==> src/design/prhm_pkg.sv <==
// constants and types shared by the random generator health monitor
package prhm_pkg;
  // ---------------------------------------------------------------
  // timing and test constants
  // ---------------------------------------------------------------
  localparam int unsigned CLK_HZ = 10_000_000; // system clock rate
  localparam int unsigned SAMPLE_NS = 500; // raw bit sample period
  localparam int unsigned SAMPLE_CYC = (SAMPLE_NS * (CLK_HZ / 1_000_000) + 999) / 1000;
  localparam int unsigned STUCK_RUN = 32; // equal bits in a row beyond this = total failure
  localparam int unsigned WIN_BITS = 256; // online test window length
  localparam int unsigned ONES_LO = 96; // min ones per window
  localparam int unsigned ONES_HI = 160; // max ones per window
  localparam int unsigned CHI_OCT = 16; // octets per chi-square block
  localparam int unsigned CHI_MAX = 40; // max chi statistic (scaled)
  localparam int unsigned FIFO_DEPTH = 16; // octet buffer depth
  localparam int unsigned OCT_W = 8; // octet width
  // ---------------------------------------------------------------
  // monitor states
  // ---------------------------------------------------------------
  typedef enum logic [1:0] {ST_STARTUP, ST_RUN, ST_FAIL} prhm_state_t;
endpackage

==> src/design/prhm_fifo.sv <==
// parameterised valid/ready fifo for output octets
`timescale 1ns/1ns
module prhm_fifo #(
  parameter int unsigned WIDTH = 8,
  parameter int unsigned DEPTH = 16
) (
  input wire logic clk_sys, // system clock
  input wire logic nrst, // async reset, active low
  input wire logic flush, // drop all contents
  input wire logic in_valid, // write request
  output logic in_ready, // space available
  input wire logic [WIDTH-1:0] in_data, // write data
  output logic out_valid, // data available
  input wire logic out_ready, // consumer takes word
  output logic [WIDTH-1:0] out_data // head word, registered
);
  localparam int AW = $clog2(DEPTH);
  logic [WIDTH-1:0] mem_r [DEPTH];
  logic [AW-1:0] wp_r, wp_nxt, rp_r, rp_nxt;
  logic [AW:0] cnt_r, cnt_nxt;
  logic wr, rd;
  // handshakes
  assign in_ready = (cnt_r != (AW+1)'(DEPTH)) && !flush;
  assign out_valid = (cnt_r != '0) && !flush;
  assign wr = in_valid && in_ready;
  assign rd = out_valid && out_ready;
  // pointer next values
  always_comb
  begin
    wp_nxt = wr ? wp_r + AW'(1) : wp_r;
    rp_nxt = rd ? rp_r + AW'(1) : rp_r;
    cnt_nxt = cnt_r + (AW+1)'(wr) - (AW+1)'(rd);
    if (flush)
    begin
      wp_nxt = '0;
      rp_nxt = '0;
      cnt_nxt = '0;
    end
  end
  // pointer registers
  always_ff @(posedge clk_sys or negedge nrst)
  begin
    if (!nrst)
    begin
      wp_r <= '0;
      rp_r <= '0;
      cnt_r <= '0;
    end
    else
    begin
      wp_r <= wp_nxt;
      rp_r <= rp_nxt;
      cnt_r <= cnt_nxt;
    end
  end
  // storage, no reset needed
  always_ff @(posedge clk_sys)
  begin
    if (wr)
    begin
      mem_r[wp_r] <= in_data;
    end
  end
  // head word register, tracks read pointer
  always_ff @(posedge clk_sys or negedge nrst)
  begin
    if (!nrst)
    begin
      out_data <= '0;
    end
    else if (wr && (cnt_nxt == (AW+1)'(1)) && (cnt_r == '0 || rd))
    begin
      out_data <= in_data;
    end
    else
    begin
      out_data <= mem_r[rp_nxt];
    end
  end
endmodule

==> src/design/prhm_top.sv <==
// physical random generator with total-failure and online health tests
`timescale 1ns/1ns
module prhm_top #(
  parameter int unsigned WIN_BITS = prhm_pkg::WIN_BITS, // online window
  parameter int unsigned STUCK_RUN = prhm_pkg::STUCK_RUN // failure run length
) (
  input wire logic clk_sys, // system clock, 10 MHz
  input wire logic nrst, // async reset, active low
  input wire logic raw_bit, // noise source bit, asynchronous
  input wire logic rng_start, // start generator, level
  output logic [7:0] oct_data, // random octet
  output logic oct_valid, // octet valid
  input wire logic oct_ack, // consumer takes octet
  output logic test_pass, // health test pass indication
  output logic test_fail, // health test fail indication
  output logic [7:0] seed_data, // seed octet for deterministic_generator
  output logic seed_valid, // seed octet valid, one pulse
  input wire logic det_seeded, // deterministic_generator holds a seed
  input wire logic det_request, // software asks for pseudo-random data
  output logic sec_reset // security reset request, pulse
);
  // ---------------------------------------------------------------
  // input synchroniser and sample enable
  // ---------------------------------------------------------------
  logic [2:0] sync_r, sync_nxt;
  logic bit_r, bit_nxt; // filtered raw bit
  logic [7:0] div_r, div_nxt;
  logic smp; // one-cycle sample enable
  // synchroniser and divider next values
  always_comb
  begin
    sync_nxt = {sync_r[1:0], raw_bit};
    bit_nxt = (sync_r[2] == sync_r[1]) ? sync_r[2] : bit_r;
    div_nxt = (div_r == 8'(prhm_pkg::SAMPLE_CYC - 1)) ? 8'h00 : div_r + 8'h01;
    if (!rng_start)
    begin
      div_nxt = 8'h00;
    end
  end
  assign smp = rng_start && (div_r == 8'(prhm_pkg::SAMPLE_CYC - 1));
  // synchroniser registers
  always_ff @(posedge clk_sys or negedge nrst)
  begin
    if (!nrst)
    begin
      sync_r <= 3'h0;
      bit_r <= 1'b0;
      div_r <= 8'h00;
    end
    else
    begin
      sync_r <= sync_nxt;
      bit_r <= bit_nxt;
      div_r <= div_nxt;
    end
  end
  // ---------------------------------------------------------------
  // health tests and octet assembly
  // ---------------------------------------------------------------
  prhm_pkg::prhm_state_t st_r, st_nxt;
  logic prev_r, prev_nxt; // last sampled bit
  logic [7:0] run_r, run_nxt; // equal-bit run length
  logic [9:0] wcnt_r, wcnt_nxt; // bits in window
  logic [9:0] ones_r, ones_nxt; // ones in window
  logic [7:0] sh_r, sh_nxt; // octet shift register
  logic [2:0] bcnt_r, bcnt_nxt; // bits in octet
  logic oct_rdy; // full octet this cycle
  logic stuck, win_end, win_bad;
  logic push; // octet into fifo
  logic fifo_in_ready;
  // failure and window detection
  always_comb
  begin
    stuck = smp && (bit_r == prev_r) && (run_r >= 8'(STUCK_RUN - 1));
    win_end = smp && (wcnt_r == 10'(WIN_BITS - 1));
    win_bad = (ones_r + 10'(bit_r) < 10'(prhm_pkg::ONES_LO))
      || (ones_r + 10'(bit_r) > 10'(prhm_pkg::ONES_HI));
  end
  // test state next values
  always_comb
  begin
    st_nxt = st_r;
    prev_nxt = prev_r;
    run_nxt = run_r;
    wcnt_nxt = wcnt_r;
    ones_nxt = ones_r;
    sh_nxt = sh_r;
    bcnt_nxt = bcnt_r;
    oct_rdy = 1'b0;
    if (smp && st_r != prhm_pkg::ST_FAIL)
    begin
      // bit sampled: update run, window and octet
      prev_nxt = bit_r;
      run_nxt = (bit_r == prev_r) ? run_r + 8'h01 : 8'h00;
      wcnt_nxt = win_end ? 10'h000 : wcnt_r + 10'h001;
      ones_nxt = win_end ? 10'h000 : ones_r + 10'(bit_r);
      sh_nxt = {sh_r[6:0], bit_r};
      bcnt_nxt = bcnt_r + 3'h1;
      oct_rdy = (bcnt_r == 3'h7);
      if (stuck || (win_end && win_bad))
      begin
        st_nxt = prhm_pkg::ST_FAIL;
      end
      else if (win_end && st_r == prhm_pkg::ST_STARTUP)
      begin
        st_nxt = prhm_pkg::ST_RUN;
      end
    end
    if (!rng_start)
    begin
      // generator stopped: restart tests from scratch
      st_nxt = prhm_pkg::ST_STARTUP;
      run_nxt = 8'h00;
      wcnt_nxt = 10'h000;
      ones_nxt = 10'h000;
      bcnt_nxt = 3'h0;
    end
  end
  // test state registers
  always_ff @(posedge clk_sys or negedge nrst)
  begin
    if (!nrst)
    begin
      st_r <= prhm_pkg::ST_STARTUP;
      prev_r <= 1'b0;
      run_r <= 8'h00;
      wcnt_r <= 10'h000;
      ones_r <= 10'h000;
      sh_r <= 8'h00;
      bcnt_r <= 3'h0;
    end
    else
    begin
      st_r <= st_nxt;
      prev_r <= prev_nxt;
      run_r <= run_nxt;
      wcnt_r <= wcnt_nxt;
      ones_r <= ones_nxt;
      sh_r <= sh_nxt;
      bcnt_r <= bcnt_nxt;
    end
  end
  // only octets from a healthy run are pushed, fifo room is not checked
  assign push = oct_rdy && (st_r == prhm_pkg::ST_RUN) && (st_nxt == prhm_pkg::ST_RUN);
  // status flags
  assign test_pass = (st_r == prhm_pkg::ST_RUN);
  assign test_fail = (st_r == prhm_pkg::ST_FAIL);
  // ---------------------------------------------------------------
  // output fifo, flushed on any failure
  // ---------------------------------------------------------------
  prhm_fifo #(
    .WIDTH(prhm_pkg::OCT_W),
    .DEPTH(prhm_pkg::FIFO_DEPTH)
  ) u_fifo (
    .clk_sys(clk_sys),
    .nrst(nrst),
    .flush(st_r != prhm_pkg::ST_RUN),
    .in_valid(push),
    .in_ready(fifo_in_ready),
    .in_data(sh_nxt),
    .out_valid(oct_valid),
    .out_ready(oct_ack),
    .out_data(oct_data)
  );
  // ---------------------------------------------------------------
  // chi-square test on seed blocks
  // ---------------------------------------------------------------
  logic [5:0] hist_r [16]; // nibble histogram, a bin may reach all 32 nibbles
  logic [5:0] hist_nxt [16];
  logic [4:0] ocnt_r, ocnt_nxt; // octets in block
  logic [7:0] sbuf_r, sbuf_nxt; // last seed octet
  logic sv_r, sv_nxt;
  logic [9:0] chi; // sum of squared deviations
  logic tap; // octet sampled for seeding
  // every healthy octet feeds the statistic, even when the fifo drops it
  assign tap = push;
  // statistic: sum of (count-2)^2 over 16 bins of 32 nibbles
  always_comb
  begin
    chi = 10'h000;
    for (int i = 0; i < 16; i++)
    begin
      // squares wrap modulo 1024, exact since the sum never exceeds 960
      chi = chi + ((10'(hist_r[i]) - 10'h002) * (10'(hist_r[i]) - 10'h002));
    end
  end
  // histogram next values
  always_comb
  begin
    hist_nxt = hist_r;
    ocnt_nxt = ocnt_r;
    sbuf_nxt = sbuf_r;
    sv_nxt = 1'b0;
    if (tap)
    begin
      hist_nxt[sh_nxt[3:0]] = hist_r[sh_nxt[3:0]] + 6'h01;
      hist_nxt[sh_nxt[7:4]] = hist_nxt[sh_nxt[7:4]] + 6'h01;
      ocnt_nxt = ocnt_r + 5'h01;
      sbuf_nxt = sh_nxt;
    end
    if (ocnt_r == 5'(prhm_pkg::CHI_OCT))
    begin
      // block closed: seed only on a passing statistic
      sv_nxt = (chi <= 10'(prhm_pkg::CHI_MAX)) && test_pass;
      ocnt_nxt = 5'h00;
      for (int i = 0; i < 16; i++)
      begin
        hist_nxt[i] = 6'h00;
      end
    end
  end
  // histogram registers
  always_ff @(posedge clk_sys or negedge nrst)
  begin
    if (!nrst)
    begin
      for (int i = 0; i < 16; i++)
      begin
        hist_r[i] <= 6'h00;
      end
      ocnt_r <= 5'h00;
      sbuf_r <= 8'h00;
      sv_r <= 1'b0;
    end
    else
    begin
      hist_r <= hist_nxt;
      ocnt_r <= ocnt_nxt;
      sbuf_r <= sbuf_nxt;
      sv_r <= sv_nxt;
    end
  end
  assign seed_data = sbuf_r;
  assign seed_valid = sv_r;
  // ---------------------------------------------------------------
  // unseeded request guard
  // ---------------------------------------------------------------
  logic sr_r, sr_nxt;
  // request while unseeded raises a security reset pulse
  always_comb
  begin
    sr_nxt = det_request && !det_seeded;
  end
  // guard register
  always_ff @(posedge clk_sys or negedge nrst)
  begin
    if (!nrst)
    begin
      sr_r <= 1'b0;
    end
    else
    begin
      sr_r <= sr_nxt;
    end
  end
  assign sec_reset = sr_r;
  // ---------------------------------------------------------------
  // assertions
  // ---------------------------------------------------------------
  AST_NO_OUT_FAIL: assert property (@(posedge clk_sys) disable iff (!nrst)
    test_fail |-> !oct_valid) else $error("octet valid while failed");
  AST_STUCK_FAILS: assert property (@(posedge clk_sys) disable iff (!nrst)
    (stuck && rng_start && st_r != prhm_pkg::ST_FAIL) |=> test_fail)
    else $error("stuck source not flagged");
  AST_NO_OUT_START: assert property (@(posedge clk_sys) disable iff (!nrst)
    !test_pass |=> !push) else $error("octet before startup pass");
  AST_PASS_ONLY_WIN: assert property (@(posedge clk_sys) disable iff (!nrst)
    $rose(test_pass) |-> $past(win_end)) else $error("pass without window end");
  AST_WIN_BOUND: assert property (@(posedge clk_sys) disable iff (!nrst)
    wcnt_r < 10'(WIN_BITS)) else $error("window overrun");
  AST_BAD_WIN: assert property (@(posedge clk_sys) disable iff (!nrst)
    (win_end && win_bad && rng_start && !test_fail) |=> test_fail)
    else $error("biased window not flagged");
  AST_PASS_XOR: assert property (@(posedge clk_sys) disable iff (!nrst)
    !(test_pass && test_fail)) else $error("pass and fail together");
  AST_HOLD: assert property (@(posedge clk_sys) disable iff (!nrst)
    (oct_valid && !oct_ack && test_pass) ##1 test_pass |-> oct_valid && $stable(oct_data))
    else $error("octet changed before ack");
  AST_OCTET: assert property (@(posedge clk_sys) disable iff (!nrst)
    push |-> bcnt_r == 3'h7) else $error("partial octet pushed");
  AST_SEED: assert property (@(posedge clk_sys) disable iff (!nrst)
    seed_valid |-> $past(chi) <= 10'(prhm_pkg::CHI_MAX)) else $error("seed without chi pass");
  AST_SECRST: assert property (@(posedge clk_sys) disable iff (!nrst)
    (det_request && !det_seeded) |=> sec_reset) else $error("no security reset");
  COV_PASS: cover property (@(posedge clk_sys) disable iff (!nrst) $rose(test_pass));
  COV_FAIL: cover property (@(posedge clk_sys) disable iff (!nrst) $rose(test_fail));
  COV_READ: cover property (@(posedge clk_sys) disable iff (!nrst) oct_valid && oct_ack);
  COV_SEED: cover property (@(posedge clk_sys) disable iff (!nrst) seed_valid);
endmodule

==> config.mk <==
export PLATFORM = sky130hd
export DESIGN_NAME = prhm_top
export DESIGN_NICKNAME = d
export VERILOG_FILES = /design/src/design/prhm_pkg.sv /design/src/design/prhm_fifo.sv /design/src/design/prhm_top.sv
export SDC_FILE = /design/constraint.sdc
export NUM_CORES = 2
export LEC_CHECK = 0
export BUFFER_PORTS_ARGS = -buffer_cell sky130_fd_sc_hd__buf_2
export CAP_MARGIN = 15
export CELL_PAD_IN_SITES_DETAIL_PLACEMENT = 0
export CELL_PAD_IN_SITES_GLOBAL_PLACEMENT = 1
export CORE_AREA = 8 8 357 359
export DETAILED_ROUTE_END_ITERATION = 16
export DIE_AREA = 0 0 365 367
export PLACE_DENSITY_LB_ADDON = 0.1
export REMOVE_ABC_BUFFERS = 1
export SYNTH_ARGS = -nofsm -noshare
export SYNTH_HDL_FRONTEND = slang
export SYNTH_SLANG_ARGS = --single-unit
==> constraint.sdc <==
create_clock -name clk_sys -period 8.4 [get_ports clk_sys]
set_input_delay 1.26 -clock clk_sys [delete_from_list [all_inputs] [get_ports clk_sys]]
set_output_delay 1.26 -clock clk_sys [all_outputs]
set_load 0.03 [all_outputs]
# [Word-level counts from Yosys, hierarchy flattened]
# Memory sizes are Yosys's and may differ from the RTL's.
# Index checks and enable logic that the tools add are counted.
[op_classes] reduce_logical=29 bitwise_logic=2 n_mux=44 n_eq_ne=14 multipliers=16 magnitude_cmp=8 addsub=43
[ops] op="96-bit bitwise mux" n=2
[ops] op="96-bit 2-to-1 mux" n=2
[ops] op="7-bit by 7-bit multiplier with 10-bit output" n=16
[ops] op="10-bit adder" n=15
[ops] op="6-bit by 2-bit subtractor with 7-bit output (second input constant)" n=16
[ops] op="10-bit 2-to-1 mux" n=6
[ops] op="8-bit 2-to-1 mux" n=7
[ops] op="6-bit binary-select mux with 4-bit select" n=2
[ops] op="6-bit demux with 4-bit select" n=2
[ops] op="6-bit 2-to-1 mux" n=6
[ops] op="1-bit logical AND" n=19
[ops] op="8-bit by 1-bit adder with 8-bit output (second input constant)" n=2
[ops] op="4-bit 2-to-1 mux" n=4
[ops] op="5-bit 2-to-1 mux" n=3
[ops] op="6-bit by 1-bit adder with 6-bit output (second input constant)" n=2
[ops] op="10-bit by 1-bit adder with 10-bit output" n=1
[ops] op="10-bit by 1-bit adder with 10-bit output (second input constant)" n=1
[ops] op="10-bit by 8-bit equality test with 1-bit output (second input constant)" n=1
[ops] op="5-bit greater-or-equal comparator (second input constant)" n=2
[ops] op="10-bit by 8-bit greater-than comparator with 1-bit output (second input constant)" n=1
[ops] op="10-bit by 6-bit <= comparator with 1-bit output (second input constant)" n=1
[ops] op="10-bit by 7-bit less-than comparator with 1-bit output (second input constant)" n=1
[ops] op="5-bit by 1-bit less-than comparator with 1-bit output (second input constant)" n=2
[ops] op="4-bit NOT with 5-bit output" n=2
[ops] op="25 further kinds" n=40
[word_totals] ff_bits=186 wordCells=191 input_bits=7 ram_bits=128 mem_count=1 output_inout_bits=21
[mem_list] memory="u_fifo.mem_r" words=16 width=8 read_ports=1 rd_ports_with_merged_regs=0 write_ports=1 line_no="prhm_fifo.sv:18" rtl="logic [WIDTH-1:0] mem_r [DEPTH];"

# [Depth between registers and ports, before layout]
[logic_depth] ltp_word=20 ltp_mapped=37 depth_no_buf=36

# [Modules after synthesis]
# Synthesis repeated with hierarchy kept, for this count alone.
[unflattened] hier_cells=3943 area_unflattened_um2=37018.0
[by_module_without_submodules] mod="prhm_top" cells_each=3487 n_inst=1 seq_area_each_um2=4129.0 area_each_um2=30813.3
[by_module_without_submodules] mod="prhm_fifo" cells_each=456 n_inst=1 seq_area_each_um2=4369.2 area_each_um2=6204.7

# [Worst setup path after synthesis]
# No wires, ideal clock.
[synth_timing] kind="flip-flop to flip-flop" startpoint="reg hist_r[37] (netlist name)" endpoint="reg sv_r, in the netlist seed_valid" slack_ps=-603 required_ps=8314 setup_time_ps=86 path_stages_with_launch=32 path_buffers=1 t_arrival_ps=8917 synth_period_minus_slack_ps=9003 path_cell_list="dfrtp_1 clkbuf_1 or3_1 nor3_1 nand2_1 fa_1 inv_1 fa_1 inv_1 fa_1 fa_1 inv_1 fa_1 inv_1 fa_1 inv_1 fa_1 fa_1 fa_1 fa_1 inv_1 fa_1 xnor2_1 xnor2_1 xnor2_1 xnor2_1 xnor2_1 xnor2_1 xnor2_1 xnor2_1 xnor2_1 nor3_1"
[synth_via] elab_chain_len=12
[synth_lines] item="start: declaration" line_no="prhm_top.sv:168" rtl="logic [5:0] hist_r [16];"
[synth_lines] item="start signal: assignment" line_no="prhm_top.sv:227" rtl="hist_r <= hist_nxt;"
[synth_lines] item="6-bit by 2-bit subtractor with 7-bit output" line_no="prhm_top.sv:184" rtl="chi = chi + ((10'(hist_r[i]) - 10'h002) * (10'(hist_r[i]) - 10'h002));"
[synth_lines] item="7-bit by 7-bit multiplier with 10-bit output" line_no="prhm_top.sv:184"
[synth_lines] item="10-bit adder (7 in a row)" line_no="prhm_top.sv:184"
[synth_lines] item="10-bit by 6-bit <= comparator with 1-bit output" line_no="prhm_top.sv:204" rtl="sv_nxt = (chi <= 10'(prhm_pkg::CHI_MAX)) && test_pass;"
[synth_lines] item="1-bit logical AND" line_no="prhm_top.sv:204"
[synth_lines] item="1-bit 2-to-1 mux" line_no="prhm_top.sv:201" rtl="if (ocnt_r == 5'(prhm_pkg::CHI_OCT))"
[synth_lines] item="via sv_nxt" line_no="prhm_top.sv:172" rtl="logic sv_r, sv_nxt;"
[synth_lines] item="end signal: assignment" line_no="prhm_top.sv:230" rtl="sv_r <= sv_nxt;"
[synth_lines] item="end: declaration" line_no="prhm_top.sv:172"
# The timed path passes the listed nets, and every way through them passes these cells.
# A chain may end at the register's enable or synchronous reset.

# [Worst setup path in the final report]
[layout_timing] startpoint="reg hist_r[31] (netlist name)" endpoint="reg sv_r, in the netlist seed_valid"
[layout_via] elab_chain_len=11
[layout_lines] item="6-bit by 2-bit subtractor with 7-bit output" line_no="prhm_top.sv:184"
[layout_lines] item="7-bit by 7-bit multiplier with 10-bit output" line_no="prhm_top.sv:184"
[layout_lines] item="10-bit adder (6 in a row)" line_no="prhm_top.sv:184"
[layout_lines] item="10-bit by 6-bit <= comparator with 1-bit output" line_no="prhm_top.sv:204"
[layout_lines] item="1-bit logical AND" line_no="prhm_top.sv:204"
[layout_lines] item="1-bit 2-to-1 mux" line_no="prhm_top.sv:201"
[layout_lines] item="via sv_nxt" line_no="prhm_top.sv:172"
# The timed path passes the listed nets, and every way through them passes these cells.

==> results_dict.tcl <==
set metrics [dict create \
    overflow_after_grt 0 \
    violated_checks "setup timing" \
    global_route.usage.total 0.234 \
    worst-path-max-fanout 4 \
    numPortBuffers 27 \
    gpl.final_weighted_congestion 1.02 \
    post_synth_inst_count 3920 \
    vias 30500 \
    min_path_cells 0 \
    worst_setup_path_end_kind "flop" \
    timing.critical_path.arrival_ns 9.36 \
    fp.dieW_um 365 \
    area_growth_from_synthesis_to_final_layout_pct 22.1 \
    ios 28 \
    reg2regPathDepth 34 \
    detailed_place.area_um2 43100 \
    finalInstanceArea_um2 45600 \
    final-setup-viol-count 1 \
    detail_route.iter0.violations 2167 \
    cts_inserted_buffers 42 \
    post_route_cells_drive_above_1_share 0.224 \
    clk_pin_slew_ns 0.06 \
    grt_pass1_vias 31600 \
    rsz0062_at_grt "true" \
    crit_path_top_delay_cell "sky130_fd_sc_hd__fa_1" \
    synth_edf_count 128 \
    initial_standard_cell_utilization_of_the_core 0.308 \
    cts_tree "yes" \
    wl_per_cell_um 26.2 \
    drc_errors 0 \
    num-nets-final 5110 \
    hold_start "sync_r[0]" \
    antenna_left 0 \
    cts_h_tree_depth 2 \
    insertion_delay_ns 0.62 \
    finalHoldViolCount 0 \
    postLayoutSetupSlackWorst_ns -0.476 \
    netlist-cell-type-count 104 \
    power.ir.vdd_worst_v 0.000194 \
    async_flop_share 0.592 \
    min_delay_endpoint "sync_r[1]" \
    final.setup_skew_ns 0.0529 \
    synthTopCellsByArea "sky130_fd_sc_hd__fa_1 25%, sky130_fd_sc_hd__dfrtp_1 12%, sky130_fd_sc_hd__edfxtp_1 10%, sky130_fd_sc_hd__ha_1 8.0%, sky130_fd_sc_hd__inv_1 7.2%" \
    ys_seq_elements 314 \
    dp_hpwl_mm 129 \
    yosysWarnings 0 \
    num_rows 128 \
    post-synth-top-area-fraction 0.250 \
    finish.cell_count_without_fillers 6060 \
    power_leakage_uw 0.0211 \
    cts_root_buffer_type "sky130_fd_sc_hd__clkbuf_16" \
    core-area_um2 121000 \
    grt_first_pass_wirelength_mm 229 \
    ctsLongestPathBuffers 3 \
    r2r_slack_ns -0.48 \
    final.min_clock_period_ns 8.88 \
    cts_hold_buf 0 \
    post_synth.cell_area_avg_um2 9.53 \
    synth-main-ff-cell "sky130_fd_sc_hd__dfrtp_1" \
    outcome "finished with violations" \
    setup_crit_path_kind "reg -> reg" \
    timing.hold.worst.class "reg -> reg" \
    crit_required_ns 8.89 \
    timing.critical_path.mode_cell "sky130_fd_sc_hd__fa_1" \
    fp.dieArea_um2 134000 \
    tightestPinTransition_ns 1.15 \
    max_freq_mhz 113 \
    detailedRoute.firstPassIterationCount 5 \
    slew_viol_final 0 \
    max_stage_delay_ns 0.62 \
    timing.slew.headroom 0.230 \
    detailed_route_vias_per_instance 5.03 \
    place_inst 5951 \
    worst_reg2reg_path_startpoint "hist_r[31]" \
    critical_path.startpoint_type "flop" \
    grt_antenna_before_repair 2 \
    timing.final.crit_share 1.06 \
    cts_num_sinks 314 \
    fp.dieH_um 367 \
    max_capacitance_violation_count 0 \
    p_per_area_nw_per_um2 167 \
    synthDominantAreaCellType "sky130_fd_sc_hd__fa_1" \
    postRouteWirelength_mm 159 \
    grt_start_max_net_pins 109 \
    r2r_end "seed_valid" \
    synth.yosys.seq_area_share 0.227 \
    synth_area_um2 37400 \
    final_core_util 0.376 \
]
## worst max path at each step
stage | start | to | slack [ns] | depth (start not counted)
floorplan | hist_r[37] | seed_valid | -0.53 | 30
global placement | hist_r[31] | seed_valid | -0.68 | 34
detailed placement | hist_r[31] | seed_valid | -0.69 | 34
CTS | hist_r[25] | seed_valid | -0.50 | 34
global route | hist_r[37] | seed_valid | -0.77 | 34
finish | hist_r[31] | seed_valid | -0.48 | 34
## flip-flops by register name (all words and copies together), names as in the netlist
signal / flops
div_r: 8
u_fifo.cnt_r: 5
sec_reset: 1
sh_r: 8
st_r: 2
run_r: 8
prev_r: 1
sync_r: 3
bcnt_r: 3
u_fifo.wp_r: 4
u_fifo.out_data: 8
ocnt_r: 5
bit_r: 1
wcnt_r: 10
u_fifo.rp_r: 4
hist_r: 96
ones_r: 10
seed_valid: 1
u_fifo.mem_r: 128
seed_data: 8
## where the power goes
group | leakage [uW] | total, uW | switching, uW | internal (uW)
Clock | 0.000733 | 1970 | 812 | 1150
Combinational | 0.0167 | 3870 | 2630 | 1240
Sequential | 0.00363 | 1780 | 89.7 | 1690
Total | 0.0211 | 7620 | 3540 | 4080
## placed cells by master, fill, tap and decap left out, types with 26 or more instances in the layout
| cell | n |
|---|---|
| sky130_fd_sc_hd__buf_4 | 556 |
| sky130_fd_sc_hd__o221ai_1 | 29 |
| sky130_fd_sc_hd__nand3_1 | 76 |
| sky130_fd_sc_hd__o22ai_1 | 45 |
| sky130_fd_sc_hd__o211ai_1 | 31 |
| sky130_fd_sc_hd__nand2b_1 | 45 |
| sky130_fd_sc_hd__nor2b_1 | 46 |
| sky130_fd_sc_hd__buf_2 | 26 |
| sky130_fd_sc_hd__inv_1 | 682 |
| sky130_fd_sc_hd__a31oi_1 | 29 |
| sky130_fd_sc_hd__xnor2_1 | 165 |
| sky130_fd_sc_hd__o21ai_0 | 118 |
| sky130_fd_sc_hd__clkbuf_16 | 42 |
| sky130_fd_sc_hd__nor2_1 | 245 |
| sky130_fd_sc_hd__ha_1 | 226 |
| sky130_fd_sc_hd__fa_1 | 445 |
| sky130_fd_sc_hd__dfrtp_1 | 174 |
| sky130_fd_sc_hd__mux2_2 | 31 |
| sky130_fd_sc_hd__nor3_1 | 53 |
| sky130_fd_sc_hd__and3_1 | 31 |
| sky130_fd_sc_hd__edfxtp_1 | 128 |
| sky130_fd_sc_hd__and2_1 | 33 |
| sky130_fd_sc_hd__nand2_1 | 260 |
| sky130_fd_sc_hd__a21oi_1 | 123 |
| sky130_fd_sc_hd__mux2i_1 | 117 |
| sky130_fd_sc_hd__xor2_1 | 50 |
| sky130_fd_sc_hd__or2_2 | 37 |
| sky130_fd_sc_hd__inv_2 | 36 |
| sky130_fd_sc_hd__a211oi_1 | 39 |
## synth_stat cells (16+ instances only)
cell type / n
sky130_fd_sc_hd__inv_1: 717
sky130_fd_sc_hd__a211oi_1: 40
sky130_fd_sc_hd__nor2b_1: 46
sky130_fd_sc_hd__or3_1: 16
sky130_fd_sc_hd__o21ai_0: 118
sky130_fd_sc_hd__fa_1: 466
sky130_fd_sc_hd__o22ai_1: 46
sky130_fd_sc_hd__mux2_2: 31
sky130_fd_sc_hd__and2_1: 34
sky130_fd_sc_hd__nand2b_1: 50
sky130_fd_sc_hd__ha_1: 238
sky130_fd_sc_hd__mux2i_1: 117
sky130_fd_sc_hd__xnor2_1: 178
sky130_fd_sc_hd__a31oi_1: 29
sky130_fd_sc_hd__o221ai_1: 29
sky130_fd_sc_hd__nand3_1: 78
sky130_fd_sc_hd__edfxtp_1: 128
sky130_fd_sc_hd__nor3_1: 66
sky130_fd_sc_hd__dfrtp_1: 186
sky130_fd_sc_hd__a21oi_1: 125
sky130_fd_sc_hd__mux4_2: 22
sky130_fd_sc_hd__o211ai_1: 31
sky130_fd_sc_hd__buf_2: 17
sky130_fd_sc_hd__o31ai_1: 22
sky130_fd_sc_hd__nand2_1: 275
sky130_fd_sc_hd__and3_1: 33
sky130_fd_sc_hd__or2_2: 52
sky130_fd_sc_hd__nor2_1: 264
sky130_fd_sc_hd__clkbuf_1: 140
sky130_fd_sc_hd__xor2_1: 68
## what timing repair did
item	CTS	global route
gates resized for setup	108	108
gates cloned	0	0
hold endpoints to repair	0	0
endpoints found under the setup margin	1	1
pin swaps	71	94
setup buffers	12	17
## per-stage QoR
step / TNS (ns) / setup WS [ns] / power (uW) / hold slack [ns]
floorplan: -0.691 / -0.527 / 3810 / 0.331
detailed placement: -0.686 / -0.686 / 5530 / 0.348
global route: -0.775 / -0.775 / 7830 / 0.366
global placement: -0.677 / -0.677 / 5540 / 0.347
finish: -0.476 / -0.476 / 7620 / 0.354
CTS: -0.501 / -0.501 / 7540 / 0.359
## per-layer routing
| metal | track usage | part of all wire | up-vias |
|---|---|---|---|
| li1 | - | - | 13800 |
| met4 | 0.0804 | 0.041 | 0 |
| met1 | 0.329 | 0.45 | 15500 |
| met3 | 0.0330 | 0.059 | 240 |
| met5 | 0 | 0 | - |
| met2 | 0.369 | 0.45 | 956 |
## cell type report
class / count / area (um2)
Multi-Input combinational cell: 2724 / 26400
Clock inverter: 25 / 329
Clock buffer: 53 / 1160
Inverter: 722 / 2710
Tap cell: 1625 / 2030
Antenna cell: 2 / 5.00
Sequential cell: 314 / 8510
Timing Repair Buffer: 595 / 4480
Fill cell: 12600 / 75800
## worst max-delay path: cells and delay by family (launching register included)
family	cells	cell delay [ns]
adders and majority gates	12	5.95
and+or+nand+nor	5	0.79
buffers and inverters	11	0.78
DFF	1	0.47
xor gates and xnor gates	4	0.46
AOI/OAI and AO/OA	2	0.27
## cells by family after synthesis
| family | Yosys count | synth area share |
|---|---|---|
| AO/OA/AOI/OAI | 611 | 0.113 |
| AND/OR/NAND/NOR | 970 | 0.125 |
| multiplexers | 173 | 0.0550 |
| flip-flops | 314 | 0.227 |
| XOR/XNOR | 247 | 0.0581 |
| adder cells (fa/ha/maj) | 705 | 0.330 |
| other | 2 | 0.000201 |
| buffers and inverters | 898 | 0.0917 |
No activity file was read; power rests on OpenSTA's default activity.
